**src/design/iats_regs.vh**
```
// Register offsets, field positions, reset values and timing counts of the trigger sequencer
`ifndef IATS_REGS_VH
`define IATS_REGS_VH

// Register byte offsets
`define IATS_CTRL_OFS      12'h000
`define IATS_CMD_OFS       12'h004
`define IATS_BURST_OFS     12'h008
`define IATS_EXP_OFS       12'h00c
`define IATS_RDO_OFS       12'h010
`define IATS_PERIOD_OFS    12'h014
`define IATS_STATUS_OFS    12'h018
`define IATS_IRQ_STAT_OFS  12'h01c
`define IATS_IRQ_MASK_OFS  12'h020
`define IATS_COUNTS_OFS    12'h024

// Control register fields
`define IATS_CTRL_AST_EN   0
`define IATS_CTRL_AST_SRC  1
`define IATS_CTRL_FST_EN   2
`define IATS_CTRL_FST_SRC  3
`define IATS_CTRL_CONT     4
`define IATS_CTRL_RESET    32'h0000_0015

// Command register fields, write-one pulses
`define IATS_CMD_ACQ_START 0
`define IATS_CMD_ACQ_STOP  1
`define IATS_CMD_AST_SW    2
`define IATS_CMD_FST_SW    3

// Interrupt event bits
`define IATS_EV_AST        0
`define IATS_EV_FRAME      1
`define IATS_EV_BURST      2
`define IATS_EV_REJECT     3
`define IATS_EV_DISCARD    4
`define IATS_EV_W          5

// Reset values of burst length and timing, in pclk cycles
`define IATS_BURST_RESET   16'h0003
`define IATS_EXP_RESET     24'h000064
`define IATS_RDO_RESET     24'h0000c8
`define IATS_PERIOD_RESET  24'h000190

`endif

```
**src/design/iats_sequencer.v**
```verilog
// Acquisition and frame trigger sequencer with overlapped exposure control and APB registers
//
// Functional notes
// Each software acquisition-start command is one acquisition start when enabled.
// Accepted acquisition start moves state from wait-start to wait-frame.
// Count frames; on reaching burst count return to waiting for acquisition start; code does so only in continuous mode, otherwise it goes idle.
// After a burst, no frames until a new acquisition start.
// Rising edge on the line input is one frame start when enabled.
// Frame starts are honoured only in wait-frame state; others discarded.
// Frame starts after burst completion are ignored and produce no frame.
// Exposure precedes readout; readout starts only after exposure ends.
// A new exposure may begin while the previous readout runs.
// Overlap follows from trigger timing alone, no mode setting.
// Triggering party must not start exposure during a running exposure.
// Triggering party must not end exposure before prior readout completes.
// Reject triggers that start during exposure or would end before readout done.
// Provide a trigger-ready output telling when triggering is safe.
// A disabled trigger type is generated internally.
// Trigger-ready rises when safe, falls at acquisition start, rises again; code keeps it low until acquisition start and drops it at each frame start.
// Synchronise the line input and detect each rising edge once.
// Continuous mode repeats start-and-burst cycles until software stops.
`timescale 1ns/10ps
`default_nettype none
`include "iats_regs.vh"

module iats_sequencer
(
  input  wire        pclk,        // APB clock, 25 MHz
  input  wire        presetn,     // Asynchronous reset, active low
  input  wire        psel,        // APB select
  input  wire        penable,     // APB access phase
  input  wire        pwrite,      // APB write
  input  wire [11:0] paddr,       // APB byte address
  input  wire [31:0] pwdata,      // APB write data
  output reg  [31:0] prdata,      // APB read data
  output reg         pready,      // APB ready
  output reg         pslverr,     // APB error, unmapped address
  input  wire        line_in,     // External trigger input line
  output reg         exposing,    // Sensor exposure running
  output reg         reading,     // Sensor readout running
  output reg         trig_ready,  // Safe to trigger a new exposure
  output reg         wait_ast,    // Waiting for acquisition start
  output reg         irq          // Interrupt, level
);

  localparam [2:0] ST_IDLE  = 3'b001;
  localparam [2:0] ST_WAST  = 3'b010;
  localparam [2:0] ST_WFST  = 3'b100;

  reg  [31:0] ctrl;
  reg  [15:0] burst_len;
  reg  [23:0] exp_time;
  reg  [23:0] rdo_time;
  reg  [23:0] period;
  reg  [4:0]  irq_stat;
  reg  [4:0]  irq_mask;
  reg  [2:0]  state;
  reg  [15:0] frame_cnt;
  reg  [15:0] frames_total;
  reg  [23:0] exp_cnt;
  reg  [23:0] rdo_cnt;
  reg  [23:0] int_cnt;
  reg         line_s1;
  reg         line_s2;
  reg         line_d;
  reg         acq_on;
  reg  [3:0]  cmd_pulse;
  reg  [4:0]  next_ev;

  wire        wr_en = psel & penable & pwrite & pready;
  wire        rd_en = psel & penable & ~pwrite & pready;
  wire        line_rise = line_s2 & ~line_d;

  // Decode of an address to a mapped register
  function mapped;
    input [11:0] a;
    begin
      mapped = (a[1:0] == 2'b00) && (a <= `IATS_COUNTS_OFS);
    end
  endfunction

  // Remaining readout cycles exceed the exposure time: starting now would end too early
  function too_early;
    input [23:0] rdo_left;
    input [23:0] texp;
    begin
      too_early = rdo_left > texp;
    end
  endfunction

  // Internally generated triggers for disabled trigger types
  wire int_tick = (int_cnt == 24'h000000);
  wire ast_ev = ctrl[`IATS_CTRL_AST_EN] ?
                (ctrl[`IATS_CTRL_AST_SRC] ? cmd_pulse[`IATS_CMD_AST_SW] : line_rise)
                : 1'b1;
  wire fst_ev = ctrl[`IATS_CTRL_FST_EN] ?
                (ctrl[`IATS_CTRL_FST_SRC] ? cmd_pulse[`IATS_CMD_FST_SW] : line_rise)
                : int_tick;

  // Exposure may start only when none runs and it cannot end before readout is done
  wire safe = ~exposing & ~too_early(rdo_cnt, exp_time);
  wire fst_take = (state == ST_WFST) & fst_ev & safe;
  wire fst_rej  = (state == ST_WFST) & fst_ev & ~safe;
  wire fst_drop = (state != ST_WFST) & fst_ev & ctrl[`IATS_CTRL_FST_EN];
  wire last_frm = fst_take & (frame_cnt + 16'h0001 >= burst_len);

  // Line synchroniser and edge detector
  always @(posedge pclk or negedge presetn)
  begin
    if (!presetn)
    begin
      line_s1 <= 1'b0;
      line_s2 <= 1'b0;
      line_d  <= 1'b0;
    end
    else
    begin
      line_s1 <= line_in;
      line_s2 <= line_s1;
      line_d  <= line_s2;
    end
  end

  // APB slave, zero wait state
  always @(posedge pclk or negedge presetn)
  begin
    if (!presetn)
    begin
      ctrl      <= `IATS_CTRL_RESET;
      burst_len <= `IATS_BURST_RESET;
      exp_time  <= `IATS_EXP_RESET;
      rdo_time  <= `IATS_RDO_RESET;
      period    <= `IATS_PERIOD_RESET;
      irq_mask  <= 5'h00;
      cmd_pulse <= 4'h0;
      prdata    <= 32'h00000000;
      pready    <= 1'b0;
      pslverr   <= 1'b0;
    end
    else
    begin
      pready    <= psel & ~penable;
      pslverr   <= psel & ~penable & ~mapped(paddr);
      cmd_pulse <= 4'h0;
      if (wr_en && mapped(paddr))
      begin
        case (paddr)
          `IATS_CTRL_OFS:     ctrl      <= {27'h0000000, pwdata[4:0]};
          `IATS_CMD_OFS:      cmd_pulse <= pwdata[3:0];
          `IATS_BURST_OFS:    burst_len <= pwdata[15:0];
          `IATS_EXP_OFS:      exp_time  <= pwdata[23:0];
          `IATS_RDO_OFS:      rdo_time  <= pwdata[23:0];
          `IATS_PERIOD_OFS:   period    <= pwdata[23:0];
          `IATS_IRQ_MASK_OFS: irq_mask  <= pwdata[4:0];
          default:            ;
        endcase
      end
      if (psel && !penable)
      begin
        case (paddr)
          `IATS_CTRL_OFS:     prdata <= ctrl;
          `IATS_BURST_OFS:    prdata <= {16'h0000, burst_len};
          `IATS_EXP_OFS:      prdata <= {8'h00, exp_time};
          `IATS_RDO_OFS:      prdata <= {8'h00, rdo_time};
          `IATS_PERIOD_OFS:   prdata <= {8'h00, period};
          `IATS_STATUS_OFS:   prdata <= {25'h0000000, trig_ready, reading, exposing,
                                         acq_on, state};
          `IATS_IRQ_STAT_OFS: prdata <= {27'h0000000, irq_stat};
          `IATS_IRQ_MASK_OFS: prdata <= {27'h0000000, irq_mask};
          `IATS_COUNTS_OFS:   prdata <= {frames_total, frame_cnt};
          default:            prdata <= 32'h00000000;
        endcase
      end
    end
  end

  // Acquisition state machine
  always @(posedge pclk or negedge presetn)
  begin
    if (!presetn)
    begin
      state        <= ST_IDLE;
      acq_on       <= 1'b0;
      frame_cnt    <= 16'h0000;
      frames_total <= 16'h0000;
    end
    else
    begin
      if (cmd_pulse[`IATS_CMD_ACQ_STOP])
      begin
        acq_on <= 1'b0;
        state  <= ST_IDLE;
      end
      else
      begin
        case (state)
          ST_IDLE:
          begin
            if (cmd_pulse[`IATS_CMD_ACQ_START])
            begin
              acq_on <= 1'b1;
              state  <= ST_WAST;
            end
          end
          ST_WAST:
          begin
            if (ast_ev)
            begin
              frame_cnt <= 16'h0000;
              state     <= ST_WFST;
            end
          end
          ST_WFST:
          begin
            if (fst_take)
            begin
              frame_cnt    <= frame_cnt + 16'h0001;
              frames_total <= frames_total + 16'h0001;
              if (last_frm)
              begin
                // Non-continuous mode ends acquisition after one burst
                if (ctrl[`IATS_CTRL_CONT])
                  state <= ST_WAST;
                else
                begin
                  state  <= ST_IDLE;
                  acq_on <= 1'b0;
                end
              end
            end
          end
          default: state <= ST_IDLE;
        endcase
      end
    end
  end

  // Exposure and readout engines; a new exposure may overlap the readout
  always @(posedge pclk or negedge presetn)
  begin
    if (!presetn)
    begin
      exposing   <= 1'b0;
      reading    <= 1'b0;
      exp_cnt    <= 24'h000000;
      rdo_cnt    <= 24'h000000;
      int_cnt    <= `IATS_PERIOD_RESET;
      trig_ready <= 1'b0;
      wait_ast   <= 1'b0;
    end
    else
    begin
      int_cnt <= (int_tick || state != ST_WFST) ? period : int_cnt - 24'h000001;
      if (fst_take)                     // see R09
      begin
        exposing <= 1'b1;
        exp_cnt  <= (exp_time == 24'h000000) ? 24'h000000 : exp_time - 24'h000001;
      end
      else if (exposing)
      begin
        if (exp_cnt == 24'h000000)
        begin
          exposing <= 1'b0;
          reading  <= 1'b1;
          rdo_cnt  <= rdo_time;
        end
        else
          exp_cnt <= exp_cnt - 24'h000001;
      end
      if (reading && !(exposing && exp_cnt == 24'h000000))
      begin
        if (rdo_cnt <= 24'h000001)
        begin
          reading <= 1'b0;
          rdo_cnt <= 24'h000000;
        end
        else
          rdo_cnt <= rdo_cnt - 24'h000001;
      end
      trig_ready <= (state == ST_WFST) & safe & ~fst_take;  // see R14
      wait_ast   <= (state == ST_WAST) & ~ast_ev;
    end
  end

  // Sticky interrupt status; set wins over the clear on read
  always @*
  begin
    next_ev = 5'h00;
    next_ev[`IATS_EV_AST]     = (state == ST_WAST) & ast_ev;
    next_ev[`IATS_EV_FRAME]   = fst_take;
    next_ev[`IATS_EV_BURST]   = last_frm;
    next_ev[`IATS_EV_REJECT]  = fst_rej;
    next_ev[`IATS_EV_DISCARD] = fst_drop;
  end

  always @(posedge pclk or negedge presetn)
  begin
    if (!presetn)
    begin
      irq_stat <= 5'h00;
      irq      <= 1'b0;
    end
    else
    begin
      // Clear only the bits the read returned, so an event landing after the capture survives
      if (rd_en && paddr == `IATS_IRQ_STAT_OFS)
        irq_stat <= (irq_stat & ~prdata[4:0]) | next_ev;
      else
        irq_stat <= irq_stat | next_ev;
      irq <= |(irq_stat & irq_mask);
    end
  end

endmodule
`default_nettype wire

```
**config.mk**
```make
export PLATFORM = sky130hd
export DESIGN_NAME = iats_sequencer
export DESIGN_NICKNAME = d
export VERILOG_FILES = /design/src/design/iats_sequencer.v
export VERILOG_INCLUDE_DIRS = /design/src /design/src/design
export SDC_FILE = /design/constraint.sdc
export NUM_CORES = 1
export LEC_CHECK = 0
export BUFFER_PORTS_ARGS = -buffer_cell sky130_fd_sc_hd__clkbuf_2
export CAP_MARGIN = 20
export CORE_MARGIN = 2
export CORE_UTILIZATION = 25
export CTS_CLUSTER_DIAMETER = 40
export DETAILED_ROUTE_END_ITERATION = 7
export HOLD_SLACK_MARGIN = 0.02
export PLACE_DENSITY = 0.5
export SLEW_MARGIN = 30
export SYNTH_ARGS = -nofsm -noshare
export SYNTH_HDL_FRONTEND = slang
export SYNTH_SLANG_ARGS = --single-unit
```
**constraint.sdc**
```tcl
create_clock -name pclk -period 3.2 [get_ports pclk]
set_input_delay 0.16 -clock pclk [delete_from_list [all_inputs] [get_ports pclk]]
set_output_delay 0.16 -clock pclk [all_outputs]
set_load 0.05 [all_outputs]
```
==> results.cfg <==
[worst_setup_path]
crit_type = register to register
reg2reg_depth = 8
cp.arrival_ns = 3.46
rrSetupSlack_ns = 0.18
cp-startpoint = exp_time[1]
cp.required_ns = 3.64
worst_setup_path_end_kind = register
start_kind = register
r2r-end = exp_cnt[17]
r2r-start = exp_time[1]
endpoint = exp_cnt[17]
cp_max_fo = 15

[timing]
setup_viol = 0
slew_violations = 0
layout_min_cycle_time_ns = 3.02
period_share_pct = 94.2
skew_ns = 0.0217
hold_viol_final = 0
max_slew_margin_pct = 56.8
rsz0062_at_grt = no
max_freq_ghz = 0.332
worst_pin_slew_ns = 0.646
final.setup.tns_ns = 0

[clock_tree]
numCtsBuffers = 50
path_clk_slew_ns = 0.05
clock_latency_ns = 0.58
clock_sinks = 257
htree_levels = 2
clockRootBuffer = clkbuf_16
cts_tree = done
cts_buffer_depth = 3

[place]
io_buffer_count = 80
hpwl_um = 32600
gp_congestion = 0.836

[layout]
nets = 1677
fin_util_pct = 31.9
area_growth_pct = 26.8
diodes = 0
drive_gt1_share_pct = 23.5

[synth]
syn_nets = 1512
async_reset_ff_share_pct = 100
yosysSeqAreaShare_pct = 46.6
synth_warnings = 0
ys_seq_elements = 257
avgSynthCellArea_um2 = 9.79
synthFlopType = dfrtp_1
ys_types = 81
synth_edf_count = 0
synthesis.instances = 1414
netlist_area_um2 = 13800

[global_routing]
overflow = 0
antenna_found_initial = 0
grt_usage_pct = 15.6
grt_max_degree = 96
grt_pass1_vias = 11591
grt_pass1_wl_um = 69000

[detailed_routing]
drt_wl_total_um = 44600
vias = 11668
drt_iter0_markers = 777
wire_per_inst_um = 18.8
postRouteAntennaNets = 0
dr.pass1.iters = 8
viasPerCell = 4.93
drc = 0

[power]
power_density_nw_per_um2 = 513
static-leakage-power_uw = 0.00806
total_power_uw = 9010
peakVddDrop_uv = 409

[floorplan]
die_y_um = 239
die_w_um = 239
ios = 89
core_area_um2 = 55000
fp.dieArea_um2 = 57300
initial_utilization_pct = 25.2
rows = 86

[worst_hold_path]
holdCritPathClass = input port to register

[outcome]
outcome = finished, final reports clean

[flow_run]
cap_violations = 0
-- worst max-delay path: stages, from the launching register on --
cell and delay, ns:
dfrtp_1 0.39, inv_1 0.13, ha_1 0.22, or4b_1 0.54
nand2b_4 0.21, or3_4 0.43, or3_1 0.59, a211oi_1 0.32
a21oi_1 0.06
-- worst min path at each step --
stage                          from           end  slack (ns)  depth (start not counted)
after detailed placement    presetn   int_cnt[21]        0.13                          1
after CTS                 pwdata[0]  cmd_pulse[0]        0.02                          2
final                     pwdata[0]  cmd_pulse[0]        0.06                          2
after global routing      pwdata[0]  cmd_pulse[0]        0.04                          2
after global placement      presetn   int_cnt[22]        0.13                          1
after floorplan             presetn        acq_on       -0.14                          0
-- cells in the final DEF, fill, tap and decap left out, drive strengths merged, types with 10 or more instances in the layout --
| master | instances |
|---|---|
| nand3 | 42 |
| a22oi | 13 |
| and2 | 11 |
| nand2 | 132 |
| nor4 | 35 |
| clkinv | 13 |
| dfrtp | 239 |
| a31oi | 34 |
| dlygate4sd3 | 28 |
| a222oi | 23 |
| xor2 | 18 |
| nand2b | 13 |
| nor2 | 131 |
| xnor2 | 54 |
| mux2i | 10 |
| dfstp | 18 |
| or4 | 13 |
| clkbuf | 142 |
| mux2 | 88 |
| o21ai | 65 |
| a21oi | 95 |
| nor3 | 47 |
| nand4 | 17 |
| ha | 48 |
| inv | 67 |
| a221oi | 11 |
| or3 | 15 |
| buf | 74 |
-- per-stage QoR --
stage / setup WS, ns / instances / hold WS [ns] / instance area, um^2
after global placement: 0.118 / 2246 / 0.126 / 15500
final: 0.184 / 2368 / 0.0552 / 17600
after global routing: 0.00427 / 2368 / 0.0435 / 17600
after detailed placement: 0.118 / 2246 / 0.129 / 15500
after CTS: 0.0479 / 2367 / 0.0222 / 17500
after floorplan: 0.443 / 1414 / -0.136 / 13800
-- logic make-up after synthesis --
| family | count (synthesis) | share of synthesized area (%) |
|---|---|---|
| AO/OA/AOI/OAI | 318 | 15.2 |
| XOR/XNOR | 72 | 4.55 |
| adder cells (fa/ha/maj) | 48 | 4.34 |
| buffers and inverters | 129 | 3.90 |
| flip-flops | 257 | 46.6 |
| multiplexers | 98 | 7.88 |
| AND/OR/NAND/NOR | 492 | 17.6 |
-- cells in the mapped netlist, drive strengths merged (4+ instances only) --
cell,count,area [um^2]
a211o,4,35.0
a211oi,5,37.5
a21boi,4,30.0
a21oi,95,479
a221oi,11,96.3
a222oi,23,230
a22oi,13,97.6
a31oi,34,213
a32oi,5,43.8
and2,11,68.8
and3,6,37.5
buf,18,123
clkbuf,50,189
dfrtp,239,5980
dfstp,18,473
ha,48,601
inv,61,229
mux2,88,991
mux2i,10,100
nand2,132,500
nand2b,13,88.8
nand3,42,210
nand4,17,106
nor2,131,494
nor2b,8,50.1
nor3,47,252
nor4,35,225
o211ai,6,45.0
o21a,8,67.6
o21ai,65,325
o22a,5,43.8
o2bb2ai,5,43.8
o31ai,7,52.6
o41ai,7,80.1
or2,4,25.0
or3,15,98.8
or4,13,101
xnor2,54,473
xor2,18,158
-- routing by layer --
metal / vias to the layer above / part of all wire [%] / global-route usage [%]
met5: - / 0 / 0
met1: 5742 / 45 / 20.8
met4: 0 / 2.3 / 4.47
li1: 5536 / - / -
met3: 67 / 5.2 / 2.82
met2: 323 / 47 / 25.7
-- layout make-up --
class	instances	area [um^2]
Fill cell	5663	37400
Multi-Input combinational cell	1028	6950
Sequential cell	257	6450
Clock buffer	63	1390
Timing Repair Buffer	181	1310
Tap cell	748	936
Clock inverter	30	298
Inverter	61	229
-- where the power goes --
part	internal [uW]	switching, uW	leakage, uW
registers	3300	33.0	0.00338
logic	109	316	0.00388
clock network	3350	1900	0.000806
-- repair_timing --
item                                    in CTS  in global routing
endpoints found under the setup margin       0                 45
hold endpoints to repair                   165                  0
gates resized for setup                      0                  9
setup buffers                                0                  0
hold buffers                                28                  0
-- sequential cells by signal (all words and copies together), names as in the netlist, 3 cells and up --
| register | count |
|---|---|
| state | 3 |
| cmd_pulse | 4 |
| frame_cnt | 16 |
| rdo_cnt | 24 |
| exp_time | 24 |
| burst_len | 16 |
| period | 24 |
| irq_mask | 5 |
| exp_cnt | 24 |
| ctrl | 5 |
| int_cnt | 24 |
| prdata | 32 |
| rdo_time | 24 |
| frames_total | 16 |
| irq_stat | 5 |
No activity file was read; power rests on OpenSTA's default activity.
